--- config.mk ---
export PLATFORM = sky130hd
export DESIGN_NAME = crs_sequencer
export DESIGN_NICKNAME = d
export VERILOG_FILES = /design/src/logic/crs_pkg.sv /design/src/logic/crs_chan_timer.sv /design/src/logic/crs_sequencer.sv
export SDC_FILE = /design/constraint.sdc
export NUM_CORES = 1
export LEC_CHECK = 0
export BUFFER_PORTS_ARGS = -buffer_cell sky130_fd_sc_hd__buf_2
export CAP_MARGIN = 20
export CORE_ASPECT_RATIO = 2
export CORE_MARGIN = 2
export CORE_UTILIZATION = 58
export DETAILED_ROUTE_END_ITERATION = 12
export HOLD_SLACK_MARGIN = 0.08
export PLACE_DENSITY_LB_ADDON = 0.25
export REMOVE_ABC_BUFFERS = 1
export SYNTH_ARGS = -nofsm -noshare
export SYNTH_HDL_FRONTEND = slang
export SYNTH_SLANG_ARGS = --single-unit
--- constraint.sdc ---
create_clock -name core_clk -period 5.8 [get_ports core_clk]
set_input_delay 0.58 -clock core_clk [delete_from_list [all_inputs] [get_ports core_clk]]
set_output_delay 0.58 -clock core_clk [all_outputs]
set_load 0.005 [all_outputs]
--- src/logic/crs_pkg.sv ---
// Purpose: shared constants and types for the cascaded rail sequencer
// Assumes: core clock at 10 MHz
// Notes:   times kept in their own unit, cycle counts derived from them
package crs_pkg;
  localparam int CLK_HZ            = 10_000_000;
  localparam int CHANNELS          = 4;
  localparam int DELAY_W           = 24;
  // times in microseconds, as printed
  localparam int LOCKOUT_US        = 10_000;
  localparam int TOTAL_DONE_US     = 160_000;
  localparam int DONE_REL_US       = TOTAL_DONE_US - LOCKOUT_US;
  localparam int FAULT_PULSE_US    = 10;
  localparam int LOCKOUT_CYC       = (LOCKOUT_US * (CLK_HZ / 1_000_000));
  localparam int DONE_REL_CYC      = (DONE_REL_US * (CLK_HZ / 1_000_000));
  localparam int FAULT_PULSE_CYC   = (FAULT_PULSE_US * (CLK_HZ / 1_000_000));
  localparam logic [DELAY_W-1:0] DELAY_ZERO = 24'h000000;
  localparam logic [DELAY_W-1:0] DELAY_ONE  = 24'h000001;

  typedef enum logic [2:0] {
    CRS_IDLE,
    CRS_LOCKOUT,
    CRS_RAMP_ON,
    CRS_SETTLE,
    CRS_DONE,
    CRS_RAMP_OFF
  } crs_state_e;

  // one channel's programmed delays
  typedef struct packed {
    logic [DELAY_W-1:0] onDelay;
    logic [DELAY_W-1:0] offDelay;
  } crs_chan_cfg_s;
endpackage : crs_pkg

--- src/logic/crs_chan_timer.sv ---
// Purpose: one channel's turn-on / turn-off delay and output latch
// Assumes: start pulses come from the sequencer state machine
// Notes:   delay of N cycles means output moves N cycles after start
`timescale 1ns/1ps
module crs_chan_timer
  import crs_pkg::*;
(
  input  wire logic          core_clk,
  input  wire logic          rst,
  input  wire crs_chan_cfg_s cfg,
  input  wire logic          startOn,
  input  wire logic          startOff,
  input  wire logic          forceOff,
  output logic               chanOn,
  output logic               busy
);
  logic [DELAY_W-1:0] cnt;
  logic               runOn;
  logic               runOff;
  logic [DELAY_W-1:0] next_cnt;
  logic               next_runOn;
  logic               next_runOff;
  logic               next_chanOn;

  always_comb begin
    next_cnt    = cnt;
    next_runOn  = runOn;
    next_runOff = runOff;
    next_chanOn = chanOn;
    if (forceOff) begin
      next_runOn  = 1'b0;
      next_runOff = 1'b0;
      next_chanOn = 1'b0;
    end else if (startOn) begin
      next_runOff = 1'b0;
      if (cfg.onDelay == DELAY_ZERO) begin
        next_chanOn = 1'b1;
        next_runOn  = 1'b0;
      end else begin
        next_runOn = 1'b1;
        next_cnt   = cfg.onDelay - DELAY_ONE;
      end
    end else if (startOff) begin
      next_runOn = 1'b0;
      if (cfg.offDelay == DELAY_ZERO) begin
        next_chanOn = 1'b0;
        next_runOff = 1'b0;
      end else begin
        next_runOff = 1'b1;
        next_cnt    = cfg.offDelay - DELAY_ONE;
      end
    end else if (runOn || runOff) begin
      if (cnt == DELAY_ZERO) begin
        next_chanOn = runOn;
        next_runOn  = 1'b0;
        next_runOff = 1'b0;
      end else begin
        next_cnt = cnt - DELAY_ONE;
      end
    end
  end

  always_ff @(posedge core_clk or posedge rst) begin
    if (rst) begin
      cnt    <= DELAY_ZERO;
      runOn  <= 1'b0;
      runOff <= 1'b0;
      chanOn <= 1'b0;
    end else begin
      cnt    <= next_cnt;
      runOn  <= next_runOn;
      runOff <= next_runOff;
      chanOn <= next_chanOn;
    end
  end

  assign busy = runOn | runOff;
endmodule : crs_chan_timer

--- src/logic/crs_sequencer.sv ---
// Purpose: four-channel power-rail sequencer for cascaded use
// Assumes: all inputs synchronous to core_clk; fault bus wired-low outside
// Notes:   analogue delays become cycle counts per channel
`timescale 1ns/1ps
module crs_sequencer
  import crs_pkg::*;
#(
  parameter int LOCKOUT_CYCLES  = LOCKOUT_CYC,
  parameter int DONE_REL_CYCLES = DONE_REL_CYC
)
(
  input  wire logic          core_clk,
  input  wire logic          rst,
  input  wire logic          enable,
  input  wire logic [3:0]    undervoltage_ok_input,
  input  wire crs_chan_cfg_s chanCfg [CHANNELS],
  input  wire logic          shared_fault_bus_n_in,
  output logic               shared_fault_bus_n_out,
  output logic               shared_fault_bus_n_oe,
  output logic [3:0]         chanEnable,
  output logic               seqDone
);
  localparam logic [31:0] LOCK_LAST  = 32'(LOCKOUT_CYCLES - 1);
  localparam logic [31:0] REL_LAST   = 32'(DONE_REL_CYCLES - 1);
  localparam logic [31:0] PULSE_LAST = 32'(FAULT_PULSE_CYC - 1);
  localparam logic [31:0] CNT_ZERO   = 32'h00000000;
  localparam logic [31:0] CNT_ONE    = 32'h00000001;

  crs_state_e  state;
  crs_state_e  next_state;
  logic [31:0] tmr;
  logic [31:0] next_tmr;
  logic [31:0] pulseCnt;
  logic [31:0] next_pulseCnt;
  logic        pulsing;
  logic        next_pulsing;
  logic        next_seqDone;
  logic        startOn;
  logic        startOff;
  logic        forceOff;
  logic [3:0]  chanBusy;
  logic        allUvOk;
  logic        faultSeen;

  assign allUvOk   = &undervoltage_ok_input;
  // own pulse counts too: the wire reads low while we pull it
  assign faultSeen = ~shared_fault_bus_n_in;

  always_comb begin
    next_state    = state;
    next_tmr      = tmr;
    next_seqDone  = seqDone;
    next_pulsing  = pulsing;
    next_pulseCnt = pulseCnt;
    startOn       = 1'b0;
    startOff      = 1'b0;
    forceOff      = 1'b0;
    // fault pulse generator, armed only once sequence has completed
    if (pulsing) begin
      if (pulseCnt == CNT_ZERO) begin
        next_pulsing = 1'b0;
      end else begin
        next_pulseCnt = pulseCnt - CNT_ONE;
      end
    end else if (state == CRS_DONE && !allUvOk) begin
      next_pulsing  = 1'b1;
      next_pulseCnt = PULSE_LAST;
    end
    unique case (state)
      CRS_IDLE: begin
        if (enable && allUvOk && !faultSeen) begin
          next_state = CRS_LOCKOUT;
          next_tmr   = LOCK_LAST;
        end
      end
      CRS_LOCKOUT: begin
        if (!enable || !allUvOk) begin
          next_state = CRS_IDLE;
        end else if (tmr == CNT_ZERO) begin
          next_state = CRS_RAMP_ON;
          startOn    = 1'b1;
        end else begin
          next_tmr = tmr - CNT_ONE;
        end
      end
      CRS_RAMP_ON: begin
        if (!enable) begin
          next_state = CRS_RAMP_OFF;
          startOff   = 1'b1;
        end else if (!allUvOk) begin
          next_state = CRS_IDLE;
          forceOff   = 1'b1;
        end else if (chanBusy == 4'h0 && &chanEnable) begin
          next_state = CRS_SETTLE;
          next_tmr   = REL_LAST;
        end
      end
      CRS_SETTLE: begin
        if (!enable) begin
          next_state = CRS_RAMP_OFF;
          startOff   = 1'b1;
        end else if (!allUvOk) begin
          next_state = CRS_IDLE;
          forceOff   = 1'b1;
        end else if (tmr == CNT_ZERO) begin
          next_state   = CRS_DONE;
          next_seqDone = 1'b1;
        end else begin
          next_tmr = tmr - CNT_ONE;
        end
      end
      CRS_DONE: begin
        if (!enable) begin
          next_state = CRS_RAMP_OFF;
          startOff   = 1'b1;
        end
      end
      CRS_RAMP_OFF: begin
        if (enable && allUvOk) begin
          next_state = CRS_LOCKOUT;
          next_tmr   = LOCK_LAST;
          forceOff   = 1'b0;
        end else if (chanBusy == 4'h0) begin
          next_state = CRS_IDLE;
        end
      end
    endcase
    if (!enable || !allUvOk) begin
      next_seqDone = 1'b0;
    end
    if (faultSeen) begin
      forceOff     = 1'b1;
      startOn      = 1'b0;
      startOff     = 1'b0;
      next_state   = CRS_IDLE;
      next_seqDone = 1'b0;
    end
  end

  always_ff @(posedge core_clk or posedge rst) begin
    if (rst) begin
      state    <= CRS_IDLE;
      tmr      <= CNT_ZERO;
      seqDone  <= 1'b0;
      pulsing  <= 1'b0;
      pulseCnt <= CNT_ZERO;
    end else begin
      state    <= next_state;
      tmr      <= next_tmr;
      seqDone  <= next_seqDone;
      pulsing  <= next_pulsing;
      pulseCnt <= next_pulseCnt;
    end
  end

  // open-drain: only ever pulls low
  assign shared_fault_bus_n_out = 1'b0;
  assign shared_fault_bus_n_oe  = pulsing;

  for (genvar ch = 0; ch < CHANNELS; ch++) begin : g_chan
    crs_chan_timer u_timer (
      .core_clk (core_clk),
      .rst      (rst),
      .cfg      (chanCfg[ch]),
      .startOn  (startOn),
      .startOff (startOff),
      .forceOff (forceOff),
      .chanOn   (chanEnable[ch]),
      .busy     (chanBusy[ch])
    );
  end
endmodule : crs_sequencer

* Word-level counts from Yosys, hierarchy flattened
Index checks and enable logic that the tools add are counted.
** Storage, ports and cells
- Register bits :: 177
- RAM bits :: 0
- Latch bits :: 0
- Output and inout bits :: 7
- Memory bits (read-only) :: 0
- Memories kept :: 0
** Operators by class
- Add/sub/neg operators :: 14
- Shift operators :: 0
- Equality and inequality tests :: 44
- Bitwise gates (word level) :: 5
- $mul :: 0
- Muxes and demuxes :: 139
- $lt $le $gt $ge :: 0
- Divide/modulo/power cells :: 0
- Reductions and logical operators :: 61
** Operator list (number)
- 2-to-1 mux 24 bit :: 24
- 2-to-1 mux 32 bit :: 12
- logical NOT 24 bit :: 12
- subtractor 24 x 1 -> 24 bit, second input constant :: 12
- one-hot mux 32 bit (5 select lines) :: 1
- 2-to-1 mux 1 bit :: 88
- logical NOT 32 bit :: 2
- subtractor 32 x 1 -> 32 bit, second input constant :: 2
- 2-to-1 mux 3 bit :: 13
- nonzero test 4 bit :: 8
- AND reduction 4 bit :: 7
- != test 3 bit, second input constant :: 9
- != test 2 bit, second input constant :: 13
- AND reduction 5 bit :: 4
- one-hot mux 3 bit (6 select lines) :: 1
- != test 3 x 2 -> 1 bit, second input constant :: 5
- != test 3 x 1 -> 1 bit, second input constant :: 4
- != test 4 x 2 -> 1 bit, second input constant :: 3
- nonzero test 3 bit :: 4
- != test 5 bit, second input constant :: 2
- AND reduction 2 bit :: 5
- AND reduction 9 bit :: 1
- != test 4 bit, second input constant :: 2
- equality test 3 x 2 -> 1 bit, second input constant :: 2
- 15 further kinds :: 27

* Longest topological paths before layout
- Depth after elaboration :: 8
- Depth in mapped cells :: 23
- Mapped depth without buffers :: 17

* By module
A second synthesis with hierarchy kept.
** Unflattened totals
- Cells, all modules :: 1509
- Area total of the unflattened synthesis :: 13424.1 um2
** Modules (own cells, without submodules)
- crs_chan_timer :: seq. area each 675.6 um2, area an instance 2277.2 um2, instances 4, cells an instance 258
- crs_sequencer :: seq. area each 1726.7 um2, area an instance 4315.4 um2, instances 1, cells an instance 477

* Least setup slack after synthesis
OpenSTA, ideal clock, no wires.
- Kind :: input-to-reg
- Start :: in undervoltage_ok_input[2]
- End :: reg g_chan[0].u_timer.cnt[22]
- Data arrival time :: 4.422 ns
- Cell stages on the path :: 18
- Required time :: 5.675 ns
- Setup slack :: 1.253 ns
- Cell sequence :: nand4_1 -> or4_4 -> nor4_4 -> nor2_2 -> buf_6 -> buf_2 -> buf_2 -> a221o_1 -> inv_1 -> ha_1 -> inv_1 -> a211oi_1 -> mux2i_1 -> a2111oi_4 -> nand4_2 -> and4b_1 -> xnor2_1 -> mux2_2
** On the way
- Cells in the longest elaborated chain, start to end :: 8
- Elaborated cells between the ends (all ways) :: 17
** RTL lines
- start, declared :: line crs_sequencer.sv:15 : input wire logic [3:0] undervoltage_ok_input,
- AND reduction 4 bit * :: line crs_sequencer.sv:45 : assign allUvOk = &undervoltage_ok_input;
- logical NOT 1 bit :: line crs_sequencer.sv:77 : if (!enable || !allUvOk) begin
- logical OR 1 bit :: line crs_sequencer.sv:77
- 2-to-1 mux 1 bit :: line crs_sequencer.sv:77
- 2-to-1 mux 1 bit :: line crs_sequencer.sv:69 : unique case (state)
- 2-to-1 mux 1 bit :: line crs_sequencer.sv:131 : if (faultSeen) begin
- != test 3 x 2 -> 1 bit (no line), or another cell as far along
- AND reduction 5 bit (no line)
- end signal, assigned :: line crs_chan_timer.sv:70 : cnt <= next_cnt;
- end, declared :: line crs_chan_timer.sv:17 : logic [DELAY_W-1:0] cnt;
Mark *: on every way between the ends. The rest lies on a longest branch, timed or not.
A chain may end at the register's enable or synchronous reset.

* Final worst setup path
- Start :: reg tmr[8]
- End :: reg g_chan[0].u_timer.cnt[22]
** On the way
- Cells in the longest elaborated chain, start to end :: 7
- Elaborated cells between the ends (all ways) :: 11
** RTL lines
- start, declared :: line crs_sequencer.sv:31 : logic [31:0] tmr;
- start signal, assigned :: line crs_sequencer.sv:149 : tmr <= next_tmr;
- logical NOT 32 bit * :: line crs_sequencer.sv:79 : end else if (tmr == CNT_ZERO) begin
- 2-to-1 mux 1 bit * :: line crs_sequencer.sv:79
- 2-to-1 mux 1 bit * :: line crs_sequencer.sv:77
- 2-to-1 mux 1 bit * :: line crs_sequencer.sv:69
- 2-to-1 mux 1 bit * :: line crs_sequencer.sv:131
- != test 3 x 2 -> 1 bit (no line), or another cell as far along
- AND reduction 5 bit (no line)
Marked as above.

==> results.cfg <==
[logic_synthesis]
synth_xor_area_share_pct = 4.68
synth-simple-area-share_pct = 29.5
async_flop_share_pct = 100
netlist_top_cells_area = dfrtp_1 34%, o21ai_0 6.8%, nand2_1 6.0%, nor2_1 4.5%, a21oi_1 3.6%
synthMuxAreaShare_pct = 3.92
synth_most_common_cell = nand2_1
synth-compound-area-share_pct = 22.7
synth_area_um2 = 12900
ys_seq_elements = 177
synth_warnings = 0
synth_top_area_share_pct = 34.3
ys_types = 82
post-synth-top-area-cell = dfrtp_1
ys.flop_type = dfrtp_1
synth_top_family_by_area = simple AND/OR/NAND/NOR gates
avgSynthCellArea_um2 = 7.90
netlist_instances = 1633
synth_fa_ha_area_share_pct = 0.679
seq_area_frac_synth_pct = 34.3
synth_edf_count = 0
synth_common_cells = 205 x nand2_1, 177 x dfrtp_1, 176 x o21ai_0

[sta]
worst_slack_ns = 1.13
finalSetupViolations = 0
final-max-slew-violation-count = 0
hold_viol_final = 0
rsz0062_at_grt = no
max_slew_margin_pct = 36.6
setup_tns_ns = 0
fin_crit_ns = 4.67
worstMarginPinSlew_ns = 0.949
finClkSkew_ns = 0.00934
fmaxAchievable_ghz = 0.214
fin_crit_sh_pct = 80.6
finalHoldWorstSlack_ns = 0.213

[floorplanning]
ios = 207
die_y_um = 215
start_util_pct = 58.8
die_area_um2 = 23500
design.core.area_um2 = 22000
rows = 77
die_width_um = 109

[global_route]
grt_remaining_overflow = 0
grtUsageMet1_pct = 40.2
grt_pass1_vias = 13700
grt_max_degree = 110
use_met2_pct = 64.2
antenna_found_initial = 2
grt_usage_pct = 37.8
grt_pass1_wl_mm = 69.3
busiest_layer = met2
grt_util_met3_pct = 7.10

[clocking]
path_clk_slew_ns = 0.07
cts_buffer_depth = 2
cts-resized-gates = 0
cts_made_buffers = 17
clockRootBuffer = clkbuf_16
cts_tree = done
cts_sinks = 177
post-cts-setup-buffers = 0
clk_latency_ns = 0.45
htree_levels = 4
cts.hold.buffers_added = 0

[worst_setup_path]
critical_path.max_stage_delay_ns = 0.66
critical-path-top-delay-family = simple AND/OR/NAND/NOR gates
path_max_fanout = 56
critPathArrivalTime_ns = 5.01
path_class = flip-flop to flip-flop
worstPathRequired_ns = 6.14
crit_top_cell = inv_1
crit_path_cell_trace = nor4_1 -> nand4_1 -> nor4_4 -> buf_4 -> a221o_1 -> inv_1 -> ha_1 -> inv_1 -> a211oi_1 -> mux2i_1 -> a2111oi_4 -> nand4_2 -> and4b_1 -> xnor2_1 -> mux2_2
slowest_stage = buf_4
cp-end-kind = flip-flop
cp.buffers_inverters = 3
start_kind = flip-flop

[final_layout]
area_delta_synth_final_pct = 14.1
fillers = 1959
utilization_pct = 67.0
fin_nets = 1994
drive_gt1_share_pct = 17.8

[pwr]
power_density_nw_per_um2 = 372
p_leak_nw = 6.24
peakVddDrop_uv = 251
p_total_mw = 5.48

[drt]
routed_wl_mm = 43.9
drc_errors = 0
first_iter_violations = 1202
vias = 13900
wl_per_cell_um = 21.1
antenna_left = 0
via_per_inst = 6.68
dr.pass1.iters = 5

[placed_design]
gp_congestion = 1.02
place_ws_ns = 1.11
io_buffers = 205
place_hpwl_mm = 32.7

[status]
status = completed

[run]
max_cap_viol_count = 0

[hold_path]
worstHoldPathType = input port to asynchronous set/reset pin
-- area by class of cell --
| type | count | area (µm²) | area share, % |
|---|---|---|---|
| Sequential cell | 177 | 4430 | 30.1 |
| Inverter | 30 | 118 | 0.799 |
| Multi-Input combinational cell | 1331 | 7970 | 54.1 |
| Clock buffer | 19 | 443 | 3.01 |
| Antenna cell | 1 | 2.50 | 0.0170 |
| Clock inverter | 13 | 184 | 1.25 |
| Tap cell | 276 | 345 | 2.35 |
| Timing Repair Buffer | 230 | 1230 | 8.35 |
-- sequential cells by signal, indices dropped and copies added (netlist names) --
| register | count |
|---|---|
| g_chan.u_timer.runOff | 4 |
| shared_fault_bus_n_oe | 1 |
| g_chan.u_timer.cnt | 96 |
| pulseCnt | 32 |
| tmr | 32 |
| seqDone | 1 |
| state | 3 |
| g_chan.u_timer.chanOn | 4 |
| g_chan.u_timer.runOn | 4 |
-- stage by stage --
step / instances / cell area, µm²
floorplan: 1538 / 12500
global placement: 2043 / 14100
detailed placement: 2043 / 14100
CTS: 2075 / 14700
global route: 2077 / 14700
finish: 2077 / 14700
-- worst reg2reg max path, delay by kind of cell, from the launching register on --
| kind | cells | cell delay [ns] |
|---|---|---|
| simple gates | 5 | 1.97 |
| buf+inv | 3 | 0.82 |
| mux | 2 | 0.54 |
| compound gates | 3 | 0.47 |
| flops | 1 | 0.41 |
| fa+ha+maj | 1 | 0.24 |
| xor+xnor | 1 | 0.12 |
-- layer usage --
metal / vias up / wire [µm]
met5: - / 12
met4: 2 / 3770
met3: 220 / 3150
met2: 649 / 22100
met1: 6632 / 14800
li1: 6365 / -
-- power breakdown --
part / total (mW) / internal (mW) / switching, mW / leakage, nW
sequential: 1.90 / 1.55 / 0.348 / 2.22
combinational: 2.32 / 0.926 / 1.40 / 3.73
clock: 1.26 / 0.733 / 0.524 / 0.300
total: 5.48 / 3.21 / 2.27 / 6.24
-- path summary, 6_finish.rpt --
path                                     startpoint                               endpoint  slack, ns  cells after the start
max reg2reg                      tmr[8]$_DFFE_PP0P_  g_chan[0].u_timer.cnt[22]$_DFFE_PP0P_       1.13                     15
max in group asynchronous                       rst   g_chan[1].u_timer.cnt[8]$_DFFE_PP0P_       4.33                      3
min                                             rst  g_chan[2].u_timer.cnt[13]$_DFFE_PP0P_       0.21                      2
min reg2reg                pulseCnt[31]$_DFFE_PP0P_               pulseCnt[31]$_DFFE_PP0P_       0.48                      1
min in group core_clk         shared_fault_bus_n_in                   state[0]$_DFFE_PP0P_       0.44                      2
max                              tmr[8]$_DFFE_PP0P_  g_chan[0].u_timer.cnt[22]$_DFFE_PP0P_       1.13                     15
-- placed cells by master, fill, tap and decap left out, types with 44 or more instances in the layout --
| master | count |
|---|---|
| dfrtp_1 | 177 |
| nor2_1 | 155 |
| xnor2_1 | 44 |
| buf_2 | 205 |
| nand3_1 | 63 |
| nand2_1 | 205 |
| nor3_1 | 67 |
| a21oi_1 | 93 |
| nor4_1 | 57 |
| o21ai_0 | 175 |
-- cell families after synthesis --
group	count (synthesis)
AO/OA/AOI/OAI	462
XOR/XNOR	69
adder cells (fa/ha/maj)	7
buffers and inverters	125
flip-flops	177
multiplexers	48
other	1
AND/OR/NAND/NOR	744
No activity file was read; power rests on OpenSTA's default activity.
